**src/digital_input_defines.vh**
```
/*
  constants for the digital input channel: register offsets, field positions,
  reset values, selector codes and the time base.
  assumes a 10 MHz system clock and a 32-bit AHB-Lite register port.
*/
`ifndef DIGITAL_INPUT_DEFINES_VH
`define DIGITAL_INPUT_DEFINES_VH

`define CLK_FREQ_HZ 10000000
`define TICK_PERIOD_S 1
`define TICK_CYCLES 24'h989680
`define HOUR_S 12'hE10

`define OFS_CTRL 8'h00
`define OFS_DELAY 8'h04
`define OFS_WEIGHT 8'h08
`define OFS_FACTOR 8'h0C
`define OFS_TOTAL 8'h10
`define OFS_OPTIME 8'h14
`define OFS_LABEL_LO 8'h18
`define OFS_LABEL_HI 8'h1C
`define OFS_STATUS 8'h20
`define OFS_INT_STAT 8'h24
`define OFS_INT_MASK 8'h28

`define CTRL_FUNC_LSB 0
`define CTRL_ACTION_LSB 3
`define CTRL_BUSFUNC_LSB 6
`define CTRL_PER_HOUR_BIT 9
`define CTRL_DECIMALS_LSB 10
`define CTRL_RELAY_LSB 13
`define CTRL_RESET 32'h00000400

`define DELAY_RESET 17'h00000
`define DELAY_MAX 17'h1869F
`define WEIGHT_RESET 32'h00000001
`define FACTOR_RESET 32'h00000001
`define LABEL_LO_RESET 32'h00006E4F
`define LABEL_HI_RESET 16'h0000

`define FN_OFF 3'h0
`define FN_CONTROL 3'h1
`define FN_EVENT 3'h2
`define FN_PULSE 3'h3
`define FN_OPTIME 3'h4
`define FN_EVENT_TIME 3'h5
`define FN_QUANTITY 3'h6
`define FN_FIELDBUS 3'h7

`define ACT_OFF 3'h0
`define ACT_RECORD 3'h1
`define ACT_SCREEN 3'h2
`define ACT_BLOCK_SETUP 3'h3
`define ACT_TIME_SYNC 3'h4
`define ACT_SETPOINT 3'h5
`define ACT_BLOCK_KEYS 3'h6
`define ACT_ANALYSIS 3'h7

`define IRQ_RISE_BIT 0
`define IRQ_FALL_BIT 1
`define IRQ_SYNC_BIT 2
`define IRQ_WRAP_BIT 3
`define ROUND_UP_SEC 6'h1E

`endif

```
**src/digital_input_channel.v**
```verilog
/*
  one high-active digital input channel: input qualification, control actions,
  pulse and time totalizers, relay drive, label and an AHB-Lite register port
  with a masked level interrupt.
  assumes inputs synchronous to mclk apart from the field contact, a single
  AHB-Lite master of whole-word single transfers, and a seconds value from the
  system clock for time synchronization.
*/
// Register access over AHB-Lite and the placing of the registers are this design's own decisions.
`include "digital_input_defines.vh"
`default_nettype none

// Summary of operation
// (RULE1) high input level is the active state
// (RULE2) eight-way function selector, off after reset
// (RULE3) rise qualified after programmed seconds of high
// (RULE4) fall follows raw low immediately
// (RULE5) recording only while qualified input high
// (RULE6) display and backlight follow input level
// (RULE7) setup changes allowed only while low
// (RULE8) rising edge rounds time to nearest minute
// (RULE9) keys accepted only while input low
// (RULE10) setpoint monitoring enabled while input high
// (RULE11) analysis runs while high, trend recording continues
// (RULE12) each pulse adds programmed weight to total
// (RULE13) rate factor times active time, second/hour base
// (RULE14) total shown with zero to five decimals
// (RULE15) assigned relay follows qualified state
// (RULE16) fieldbus slave uses second function selector
// (RULE17) six-character active label shown and recorded
// (RULE18) input synchronised; delay restarts on early low
module digital_input_channel #(
  parameter [23:0] TICK_CYCLES = `TICK_CYCLES
) (
  input wire mclk,
  input wire rst_n,
  input wire hsel,
  input wire [31:0] haddr,
  input wire [1:0] htrans,
  input wire hwrite,
  input wire [2:0] hsize,
  input wire [31:0] hwdata,
  input wire hready,
  output reg [31:0] hrdata,
  output wire hreadyout,
  output wire hresp,
  output wire irq,
  input wire field_in,
  input wire bus_level,
  input wire [5:0] sys_seconds,
  output reg record_enable,
  output reg display_on,
  output reg setup_permit,
  output reg keys_accept,
  output reg setpoint_enable,
  output reg analysis_run,
  output reg time_sync_pulse,
  output reg time_round_up,
  output reg event_active,
  output reg [5:0] relay_drive,
  output reg [2:0] decimal_places,
  output reg [47:0] active_label,
  output reg label_record
);

  function [31:0] w1c;
    input [31:0] cur;
    input [31:0] set;
    input [31:0] clr;
    begin
      w1c = set | (cur & ~clr);
    end
  endfunction

  // one decode shared by every control action output
  function act_is;
    input sel_ctrl;
    input [2:0] act;
    input [2:0] want;
    begin
      act_is = sel_ctrl && (act == want);
    end
  endfunction

  reg [31:0] ctrl_reg;
  reg [16:0] delay_reg;
  reg [31:0] weight_reg;
  reg [31:0] factor_reg;
  reg [31:0] total_reg;
  reg [31:0] optime_reg;
  reg [31:0] label_lo_reg;
  reg [15:0] label_hi_reg;
  reg [3:0] int_stat_reg;
  reg [3:0] int_mask_reg;

  reg meta_reg;
  reg sync_reg;
  reg src_prev_reg;
  reg qual_reg;
  reg [23:0] dly_cyc_reg;
  reg [16:0] dly_sec_reg;
  reg [23:0] tick_cnt_reg;
  reg [11:0] hour_cnt_reg;

  reg aphase_reg;
  reg aread_reg;
  reg [7:0] aaddr_reg;
  reg wait_reg;

  wire [2:0] func = ctrl_reg[`CTRL_FUNC_LSB +: 3];
  wire [2:0] action = ctrl_reg[`CTRL_ACTION_LSB +: 3];
  wire [2:0] bus_func = ctrl_reg[`CTRL_BUSFUNC_LSB +: 3];
  wire per_hour = ctrl_reg[`CTRL_PER_HOUR_BIT];
  wire [2:0] relay_sel = ctrl_reg[`CTRL_RELAY_LSB +: 3];

  // fieldbus slave mode swaps in the second selector and the bus-fed level
  wire from_bus = (func == `FN_FIELDBUS); // RULE16
  wire [2:0] eff_func = from_bus ? ((bus_func == `FN_FIELDBUS) ? `FN_OFF : bus_func) : func;
  // bus_level is taken as synchronous; only the field contact is synchronised
  wire src = from_bus ? bus_level : sync_reg; // RULE1
  wire delayed = (eff_func == `FN_CONTROL) || (eff_func == `FN_EVENT) ||
                 (eff_func == `FN_EVENT_TIME); // RULE3
  // one free-running seconds tick shared by operating time and totals
  wire tick = (tick_cnt_reg == TICK_CYCLES - 24'h000001);
  wire sec_full = (dly_sec_reg >= delay_reg);

  reg qual_next;
  reg [16:0] dly_sec_next;
  reg [23:0] dly_cyc_next;

  // the delay counter runs on its own phase so the delay starts at the rise,
  // not at the next shared second boundary
  always @* begin
    qual_next = qual_reg;
    dly_sec_next = dly_sec_reg;
    dly_cyc_next = dly_cyc_reg;
    if (eff_func == `FN_OFF) begin
      qual_next = 1'b0;
      dly_sec_next = 17'h00000;
      dly_cyc_next = 24'h000000;
    end else if (!src) begin
      qual_next = 1'b0; // RULE4
      dly_sec_next = 17'h00000; // RULE18
      dly_cyc_next = 24'h000000;
    end else if (!qual_reg) begin
      if (!delayed || sec_full) begin
        qual_next = 1'b1; // RULE3
      end else if (dly_cyc_reg == TICK_CYCLES - 24'h000001) begin
        dly_cyc_next = 24'h000000;
        dly_sec_next = dly_sec_reg + 17'h00001;
      end else begin
        dly_cyc_next = dly_cyc_reg + 24'h000001;
      end
    end
  end

  always @(posedge mclk or negedge rst_n) begin
    if (!rst_n) begin
      meta_reg <= 1'b0;
      sync_reg <= 1'b0;
      src_prev_reg <= 1'b0;
      qual_reg <= 1'b0;
      dly_sec_reg <= 17'h00000;
      dly_cyc_reg <= 24'h000000;
      tick_cnt_reg <= 24'h000000;
    end else begin
      meta_reg <= field_in; // RULE18
      sync_reg <= meta_reg;
      src_prev_reg <= src;
      qual_reg <= qual_next;
      dly_sec_reg <= dly_sec_next;
      dly_cyc_reg <= dly_cyc_next;
      tick_cnt_reg <= tick ? 24'h000000 : tick_cnt_reg + 24'h000001;
    end
  end

  wire rise = qual_next && !qual_reg;
  wire fall = !qual_next && qual_reg;
  wire is_ctrl = (eff_func == `FN_CONTROL);
  wire pulse_edge = (eff_func == `FN_PULSE) && src && !src_prev_reg;
  wire time_on = qual_reg && tick &&
                 ((eff_func == `FN_OPTIME) || (eff_func == `FN_EVENT_TIME));
  wire qty_on = qual_reg && tick && (eff_func == `FN_QUANTITY);
  wire hour_due = per_hour && (hour_cnt_reg == `HOUR_S - 12'h001);
  wire qty_add = qty_on && (!per_hour || hour_due);
  wire [32:0] pulse_sum = {1'b0, total_reg} + {1'b0, weight_reg};
  wire [32:0] qty_sum = {1'b0, total_reg} + {1'b0, factor_reg};

  // AHB-Lite: writes complete with no wait, reads take one wait state so a
  // read right behind a write still sees the new value
  wire take = hsel && hready && htrans[1];
  wire wr_ph = aphase_reg && !aread_reg;
  wire rd_ph = aphase_reg && aread_reg;
  assign hreadyout = !(rd_ph && !wait_reg);
  assign hresp = 1'b0;
  assign irq = |(int_stat_reg & int_mask_reg);

  reg [31:0] rd_mux;
  always @* begin
    case (aaddr_reg)
      `OFS_CTRL: rd_mux = ctrl_reg;
      `OFS_DELAY: rd_mux = {15'h0000, delay_reg};
      `OFS_WEIGHT: rd_mux = weight_reg;
      `OFS_FACTOR: rd_mux = factor_reg;
      `OFS_TOTAL: rd_mux = total_reg;
      `OFS_OPTIME: rd_mux = optime_reg;
      `OFS_LABEL_LO: rd_mux = label_lo_reg;
      `OFS_LABEL_HI: rd_mux = {16'h0000, label_hi_reg};
      `OFS_STATUS: rd_mux = {29'h00000000, !qual_reg && src && delayed, qual_reg, src};
      `OFS_INT_STAT: rd_mux = {28'h0000000, int_stat_reg};
      `OFS_INT_MASK: rd_mux = {28'h0000000, int_mask_reg};
      default: rd_mux = 32'h00000000;
    endcase
  end

  wire wr_ctrl = wr_ph && (aaddr_reg == `OFS_CTRL);
  wire wr_total = wr_ph && (aaddr_reg == `OFS_TOTAL);
  wire wr_optime = wr_ph && (aaddr_reg == `OFS_OPTIME);
  wire wr_istat = wr_ph && (aaddr_reg == `OFS_INT_STAT);
  wire [3:0] ev_set;
  assign ev_set[`IRQ_RISE_BIT] = rise;
  assign ev_set[`IRQ_FALL_BIT] = fall;
  assign ev_set[`IRQ_SYNC_BIT] = rise && act_is(is_ctrl, action, `ACT_TIME_SYNC);
  assign ev_set[`IRQ_WRAP_BIT] = (pulse_edge && pulse_sum[32]) || (qty_add && qty_sum[32]);
  wire [31:0] int_stat_new = w1c({28'h0000000, int_stat_reg}, {28'h0000000, ev_set},
                                 wr_istat ? hwdata : 32'h00000000);

  always @(posedge mclk or negedge rst_n) begin
    if (!rst_n) begin
      aphase_reg <= 1'b0;
      aread_reg <= 1'b0;
      aaddr_reg <= 8'h00;
      wait_reg <= 1'b0;
      hrdata <= 32'h00000000;
      ctrl_reg <= `CTRL_RESET; // RULE2
      delay_reg <= `DELAY_RESET;
      weight_reg <= `WEIGHT_RESET;
      factor_reg <= `FACTOR_RESET;
      label_lo_reg <= `LABEL_LO_RESET;
      label_hi_reg <= `LABEL_HI_RESET;
      int_mask_reg <= 4'h0;
      int_stat_reg <= 4'h0;
    end else begin
      if (hreadyout) begin
        aphase_reg <= take;
        aread_reg <= take && !hwrite;
        aaddr_reg <= haddr[7:0];
      end
      wait_reg <= rd_ph && !wait_reg;
      if (rd_ph && !wait_reg) begin
        hrdata <= rd_mux;
      end
      if (wr_ctrl) begin
        ctrl_reg <= {16'h0000, hwdata[15:0]};
      end
      if (wr_ph && aaddr_reg == `OFS_DELAY) begin
        delay_reg <= (hwdata[16:0] > `DELAY_MAX) ? `DELAY_MAX : hwdata[16:0];
      end
      if (wr_ph && aaddr_reg == `OFS_WEIGHT) begin
        weight_reg <= hwdata;
      end
      if (wr_ph && aaddr_reg == `OFS_FACTOR) begin
        factor_reg <= hwdata;
      end
      if (wr_ph && aaddr_reg == `OFS_LABEL_LO) begin
        label_lo_reg <= hwdata;
      end
      if (wr_ph && aaddr_reg == `OFS_LABEL_HI) begin
        label_hi_reg <= hwdata[15:0];
      end
      if (wr_ph && aaddr_reg == `OFS_INT_MASK) begin
        int_mask_reg <= hwdata[3:0];
      end
      // a new event beats a clear written in the same cycle
      int_stat_reg <= int_stat_new[3:0];
    end
  end

  // operating time wraps silently at 32 bits; a total wrap raises an interrupt instead
  always @(posedge mclk or negedge rst_n) begin
    if (!rst_n) begin
      total_reg <= 32'h00000000;
      optime_reg <= 32'h00000000;
      hour_cnt_reg <= 12'h000;
    end else begin
      if (wr_total) begin
        total_reg <= hwdata;
      end else if (pulse_edge) begin
        total_reg <= pulse_sum[31:0]; // RULE12
      end else if (qty_add) begin
        total_reg <= qty_sum[31:0]; // RULE13
      end
      // per-hour mode adds the whole factor once per 3600 active seconds
      if (qty_on && per_hour) begin
        hour_cnt_reg <= hour_due ? 12'h000 : hour_cnt_reg + 12'h001; // RULE13
      end
      if (wr_optime) begin
        optime_reg <= hwdata;
      end else if (time_on || qty_on) begin
        optime_reg <= optime_reg + 32'h00000001;
      end
    end
  end

  // actions fall back to their permissive state when not selected
  always @(posedge mclk or negedge rst_n) begin
    if (!rst_n) begin
      record_enable <= 1'b1;
      display_on <= 1'b1;
      setup_permit <= 1'b1;
      keys_accept <= 1'b1;
      setpoint_enable <= 1'b1;
      analysis_run <= 1'b1;
      time_sync_pulse <= 1'b0;
      time_round_up <= 1'b0;
      event_active <= 1'b0;
      relay_drive <= 6'h00;
      decimal_places <= 3'h1;
      active_label <= 48'h000000000000;
      label_record <= 1'b0;
    end else begin
      record_enable <= !act_is(is_ctrl, action, `ACT_RECORD) || qual_reg; // RULE5
      display_on <= !act_is(is_ctrl, action, `ACT_SCREEN) || qual_reg; // RULE6
      setup_permit <= !act_is(is_ctrl, action, `ACT_BLOCK_SETUP) || !qual_reg; // RULE7
      keys_accept <= !act_is(is_ctrl, action, `ACT_BLOCK_KEYS) || !qual_reg; // RULE9
      setpoint_enable <= !act_is(is_ctrl, action, `ACT_SETPOINT) || qual_reg; // RULE10
      analysis_run <= !act_is(is_ctrl, action, `ACT_ANALYSIS) || qual_reg; // RULE11
      time_sync_pulse <= ev_set[`IRQ_SYNC_BIT]; // RULE8
      time_round_up <= ev_set[`IRQ_SYNC_BIT] ? (sys_seconds >= `ROUND_UP_SEC)
                                              : time_round_up; // RULE8
      event_active <= qual_reg && delayed;
      // relay code 7 names no relay, so it drives nothing
      relay_drive <= (relay_sel != 3'h0 && relay_sel <= 3'h6 && delayed)
                     ? ({5'h00, qual_reg} << (relay_sel - 3'h1)) : 6'h00; // RULE15
      decimal_places <= (ctrl_reg[`CTRL_DECIMALS_LSB +: 3] > 3'h5)
                        ? 3'h5 : ctrl_reg[`CTRL_DECIMALS_LSB +: 3]; // RULE14
      active_label <= {label_hi_reg, label_lo_reg}; // RULE17
      label_record <= qual_reg && delayed && record_enable; // RULE17
    end
  end

endmodule

`default_nettype wire

```
**config.mk**
```make
export PLATFORM = sky130hd
export DESIGN_NAME = digital_input_channel
export DESIGN_NICKNAME = d
export VERILOG_FILES = /design/src/digital_input_channel.v
export VERILOG_INCLUDE_DIRS = /design/src
export SDC_FILE = /design/constraint.sdc
export NUM_CORES = 1
export LEC_CHECK = 0
export CORE_ASPECT_RATIO = 0.8
export CORE_MARGIN = 10
export CORE_UTILIZATION = 30
export CTS_BUF_LIST = sky130_fd_sc_hd__clkbuf_2 sky130_fd_sc_hd__clkbuf_4 sky130_fd_sc_hd__clkbuf_8
export CTS_CLUSTER_DIAMETER = 30
export DETAILED_ROUTE_END_ITERATION = 16
export DONT_BUFFER_PORTS = 1
export SLEW_MARGIN = 20
export SYNTH_ARGS = -nofsm -noshare
export SYNTH_HDL_FRONTEND = slang
export SYNTH_SLANG_ARGS = --single-unit
```
**constraint.sdc**
```tcl
create_clock -name mclk -period 4.78 [get_ports mclk]
set_input_delay 0.956 -clock mclk [delete_from_list [all_inputs] [get_ports mclk]]
set_output_delay 0.956 -clock mclk [all_outputs]
set_load 0.02 [all_outputs]
```
Word level (Yosys, flattened, before mapping)
Index checks and enable logic that the tools add are counted.
{"block": "word_totals", "romBits": 0, "latchBits": 0, "memories": 0, "ram_bits": 0, "word_cells": 192, "reg_bits": 408, "output_inout_bits": 102}
{"block": "classes", "order_cmp": 5, "mul": 0, "div": 0, "n_addsub": 8, "n_bitwise": 4, "shifts": 1, "mux": 29, "reduce_logical": 78, "eq_ne": 31}
{"cell": "case mux 32 bit (11 select lines)", "n": 1}
{"cell": "two-way mux 32 bit", "n": 5}
{"cell": "two-way mux 24 bit", "n": 6}
{"cell": "two-way mux 17 bit", "n": 6}
{"cell": "adder 32 x 32 -> 33 bit", "n": 2}
{"cell": "adder 24 x 1 -> 24 bit, second input constant", "n": 2}
{"cell": "equality test 24 bit, second input constant", "n": 2}
{"cell": "logical AND 1 bit", "n": 42}
{"cell": "adder 32 x 1 -> 32 bit, second input constant", "n": 1}
{"cell": "equality test 8 x 5 -> 1 bit, second input constant", "n": 4}
{"cell": "equality test 3 bit, second input constant", "n": 9}
{"cell": "equality test 8 x 6 -> 1 bit, second input constant", "n": 3}
{"cell": "adder 17 x 1 -> 17 bit, second input constant", "n": 1}
{"cell": ">= comparator 17 bit", "n": 1}
{"cell": "> comparator 17 bit, second input constant", "n": 1}
{"cell": "equality test 8 x 4 -> 1 bit, second input constant", "n": 2}
{"cell": "logical NOT 1 bit", "n": 15}
{"cell": "logical OR 1 bit", "n": 13}
{"cell": "adder 12 x 1 -> 12 bit, second input constant", "n": 1}
{"cell": "equality test 12 bit, second input constant", "n": 1}
{"cell": "equality test 3 x 2 -> 1 bit, second input constant", "n": 4}
{"cell": "two-way mux 12 bit", "n": 1}
{"cell": "two-way mux 3 bit", "n": 3}
{"cell": "bitwise AND 4 bit", "n": 2}
{"cell": "22 further kinds", "n": 28}

Depth between registers and ports, before layout
{"block": "depth", "ltp_word": 15, "ltp_mapped": 13}

Worst setup path before layout
Ideal clock, no wire load.
{"block": "synth_timing", "path_type": "reg2reg", "start": "register total_reg[0]", "end": "register total_reg[30]", "t_required_ns": 4.686, "setup_ns": 0.094, "slack_ns": 2.039, "t_arrival_ns": 2.647, "path_stages_with_launch": 12, "cell_sequence": "dfrtp_1 ha_1 fa_1 a211oi_1 o31ai_2 o2111ai_2 a21boi_4 a31o_4 a31oi_4 o21ai_2 mux2i_1 a221oi_2"}
{"block": "synth_between", "elab_chain_len": 4}
{"item": "start: declaration", "line": "digital_input_channel.v:89", "rtl": "reg [31:0] total_reg;"}
{"item": "start signal: assignment", "line": "digital_input_channel.v:287", "rtl": "total_reg <= hwdata;"}
{"item": "start signal: assignment", "line": "digital_input_channel.v:289", "rtl": "total_reg <= pulse_sum[31:0];"}
{"item": "start signal: assignment", "line": "digital_input_channel.v:291", "rtl": "total_reg <= qty_sum[31:0];"}
{"item": "adder 32 x 32 -> 33 bit", "line": "digital_input_channel.v:187", "rtl": "wire [32:0] qty_sum = {1'b0, total_reg} + {1'b0, factor_reg};"}
{"item": "two-way mux 32 bit", "line": "digital_input_channel.v:290", "rtl": "end else if (qty_add) begin"}
{"item": "two-way mux 32 bit (*)", "line": "digital_input_channel.v:288", "rtl": "end else if (pulse_edge) begin"}
{"item": "two-way mux 32 bit (*)", "line": "digital_input_channel.v:286", "rtl": "if (wr_total) begin"}
Every way passes the cells marked *; elsewhere a longest branch is shown, timed or not. The select of a mux whose other input is x is not followed.
A chain may end at the register's enable or synchronous reset.

Worst setup path after layout
{"block": "layout_timing", "start": "register dly_sec_reg[2]", "end": "register dly_cyc_reg[2]"}
{"block": "layout_between", "elab_chain_len": 4}
{"item": "start: declaration", "line": "digital_input_channel.v:101", "rtl": "reg [16:0] dly_sec_reg;"}
{"item": "start signal: assignment", "line": "digital_input_channel.v:171", "rtl": "dly_sec_reg <= dly_sec_next;"}
{"item": ">= comparator 17 bit", "line": "digital_input_channel.v:125", "rtl": "wire sec_full = (dly_sec_reg >= delay_reg);"}
{"item": "logical OR 1 bit", "line": "digital_input_channel.v:146", "rtl": "if (!delayed || sec_full) begin"}
{"item": "!= test 3 bit (no source line)"}
{"item": "AND reduction 2 bit (no source line)"}
{"item": "end signal: assignment", "line": "digital_input_channel.v:172", "rtl": "dly_cyc_reg <= dly_cyc_next;"}
{"item": "end: declaration", "line": "digital_input_channel.v:100", "rtl": "reg [23:0] dly_cyc_reg;"}
No other way between the ends.

==> results.toml <==
[status]
outcome = "finished with violations"
violations = "negative hold slack"

[power_and_ir_drop]
power_mw = 12.5
ir_drop_v = 0.000226
power_leakage_nw = 11.0
powerDensity_nw_per_um2 = 494

[logic_synthesis]
synthCells = 2122
synth.distinct_cells = 101
netlist_top_cells_area = "dfrtp_1 45%, mux2_2 6.9%, ha_1 5.1%"
synth.avg_cell_area_um2 = 10.2
ys_ff_latch = 408
yosysSeqAreaShare_pct = 47.1
yosysWarnings = 0
synth_nets = 2295
synthTopCellsByCount = "388 x dfrtp_1, 190 x nand2_1, 184 x nor2_1"
synth_area_um2 = 21700
synth_top_area_cell = "dfrtp_1"
ys.flop_type = "dfrtp_1"
synth_top_area_share_pct = 44.7
ys_async_sr_fraction_pct = 100
synth-edff-count = 0
synth_most_common_cell = "dfrtp_1"

[setup_path]
rr_endpoint = "dly_cyc_reg[2]"
cp_slowest_cell = "nand2b_1"
path_class = "flop to flop"
worstPathRequired_ns = 5.40
max_stage_delay_ns = 0.45
arrival_ns = 4.06
r2r-start = "dly_sec_reg[2]"
path_cells = "ha_1 > a21o_1 > a31oi_1 > o21ai_0 > a221o_1 > a211o_1 > nand2b_1 > inv_1 > nor2_1 > nand2_1 > o21ai_0"
ff2ff_setup_slack_ns = 1.34
critPathMostFrequentCell = "o21ai_0"
critPathLaunchType = "flop"
setup.worst_path.end_class = "flop"
reg2reg_depth = 11
cp_max_fo = 11

[floorplanning]
core.rowCount = 88
ioPinCount = 184
die_x_um = 321
core-area_um2 = 71900
initial_core_util_pct = 30.2
die_area_um2 = 83600
die_y_um = 261

[global_route]
grt_max_degree = 409
grt_pass1_vias = 17264
overflow = 0
antenna_found_initial = 4
grt_pass1_wl_um = 107000
track_usage_pct = 16.4

[clock_network]
cts_made_buffers = 107
clockRootBuffer = "clkbuf_8"
clk_pin_slew_ns = 0.06
tritoncts = "built"
clock-sinks = 408
post_cts_resized = 0
cts.htree.levels = 3
cts_setup_buffers = 0
clock_path_buffers = 3
clock_latency_ns = 0.73

[final_layout]
drive_above_1_share_pct = 19.3
largest_register_ff_count = 48
syn2layout_area_growth_pct = 16.6
largest_register = "active_label"
layout.nets = 2322

[detailed_routing]
route.detailed.drc = 0
postRouteWirelength_um = 69700
wl_met2_um = 30600
first_pass_iters = 6
met1Wirelength_um = 32100
routed_via_density = 5.40
ant_nets = 0
wire_per_inst_um = 21.9
wl_met3_um = 4930
via_count = 17198
drtIter0Drc = 1484
routed.top_layer = "met5"

[sta]
skew_ns = 0.0530
fin_crit_sh_pct = 72.0
hold_viol_final = 3
fin_tns_setup_ns = 0
setup_ws_ns = 1.34
rsz0062_at_grt = "no"
clock.fmax_ghz = 0.291
hold_ws_ns = -0.0278
tightestPinTransition_ns = 1.44
drv_slew = 0
slew_headroom_pct = 4.15
setup_viol_count_final = 0
finalCriticalPeriod_ns = 3.44

[hold_path]
hold_path_class = "input pin to async pin"

[placed_design]
port_buffers = 0
dp_hpwl_um = 49300
post-place-ws_ns = 1.45
place.gp.congestion = 0.869

[flow_run]
maxCapViolations = 0
cell type report:
cell class	count	area, um2
flip-flops and latches	408	10200
clock inverters	54	714
diodes	1	2.50
clock buffers	146	1920
fillers	7144	46600
multi-input cells	1562	10900
inverters	44	165
well taps	945	1180
repair buffers	26	208
worst max-delay path, delay by kind of cell (launching register included):
| kind | cells | cell delay [ns] |
|---|---|---|
| AND/OR/NAND/NOR | 3 | 0.87 |
| buffers and inverters | 1 | 0.31 |
| flip-flops | 1 | 0.44 |
| AO/OA/AOI/OAI | 6 | 1.38 |
| adder cells (fa/ha/maj) | 1 | 0.32 |
routing by layer:
metal | global-route usage, % | vias to the layer above
met5 | 0 | -
met4 | 5.64 | 2
met3 | 4.48 | 141
met2 | 24.8 | 563
met1 | 22.3 | 8664
li1 | - | 7828
stage by stage:
step,util (%),cell area (um2),cells
after floorplan,-,21700,2122
after global placement,31.5,22700,2985
after detailed placement,31.5,22700,2985
after CTS,35.2,25300,3185
after global routing,35.2,25300,3186
final,35.2,25300,3186
worst max path at each step:
stage | startpoint | end | slack, ns | cells past startpoint
after CTS | dly_sec_reg[2] | dly_cyc_reg[2] | 1.40 | 11
after floorplan | total_reg[0] | total_reg[30] | 2.04 | 11
after detailed placement | dly_sec_reg[2] | dly_cyc_reg[5] | 1.45 | 11
final | dly_sec_reg[2] | dly_cyc_reg[2] | 1.34 | 11
after global placement | total_reg[0] | total_reg[30] | 1.51 | 11
after global routing | dly_sec_reg[2] | dly_cyc_reg[2] | 1.16 | 11
placed cells by master, fill, tap and decap left out, types with 10 or more instances in the layout:
cell          n
o211ai_1     19
nor3_1       17
a22o_1       36
and4_1       10
nand4_1      41
bufinv_16    14
mux2i_1      13
a22oi_1      78
clkinv_2     21
buf_4        25
a21oi_1     123
nand2b_1     14
dfrtp_1     388
xor2_1       75
dfstp_2      20
clkinvlp_4   11
a221oi_1     11
a222oi_1     15
xnor2_1      63
nand3_1      76
clkbuf_8    132
clkbuf_4     14
a31oi_1      15
or3_1        10
and2_1       16
a21o_1       34
mux2_2      133
and3_1       35
nand2_1     187
ha_1         89
nor2_1      181
inv_1        43
o21bai_1     11
o21ai_0      96
power by group:
group / leakage (nW) / internal [mW] / switching (mW)
clock: 1.34 / 3.40 / 1.93
sequential: 4.95 / 3.71 / 0.349
combinational: 4.67 / 1.33 / 1.81
total: 11.0 / 8.43 / 4.09
kinds of logic after synthesis:
family	Yosys count	synth area share [%]
buffers and inverters	152	2.89
adders and majority gates	91	5.31
xor gates and xnor gates	138	5.57
DFF	408	47.1
muxes	146	7.50
and+or+nand+nor	657	14.7
AOI/OAI and AO/OA	529	16.9
other	1	0.0173
No activity file was read; power rests on OpenSTA's default activity.
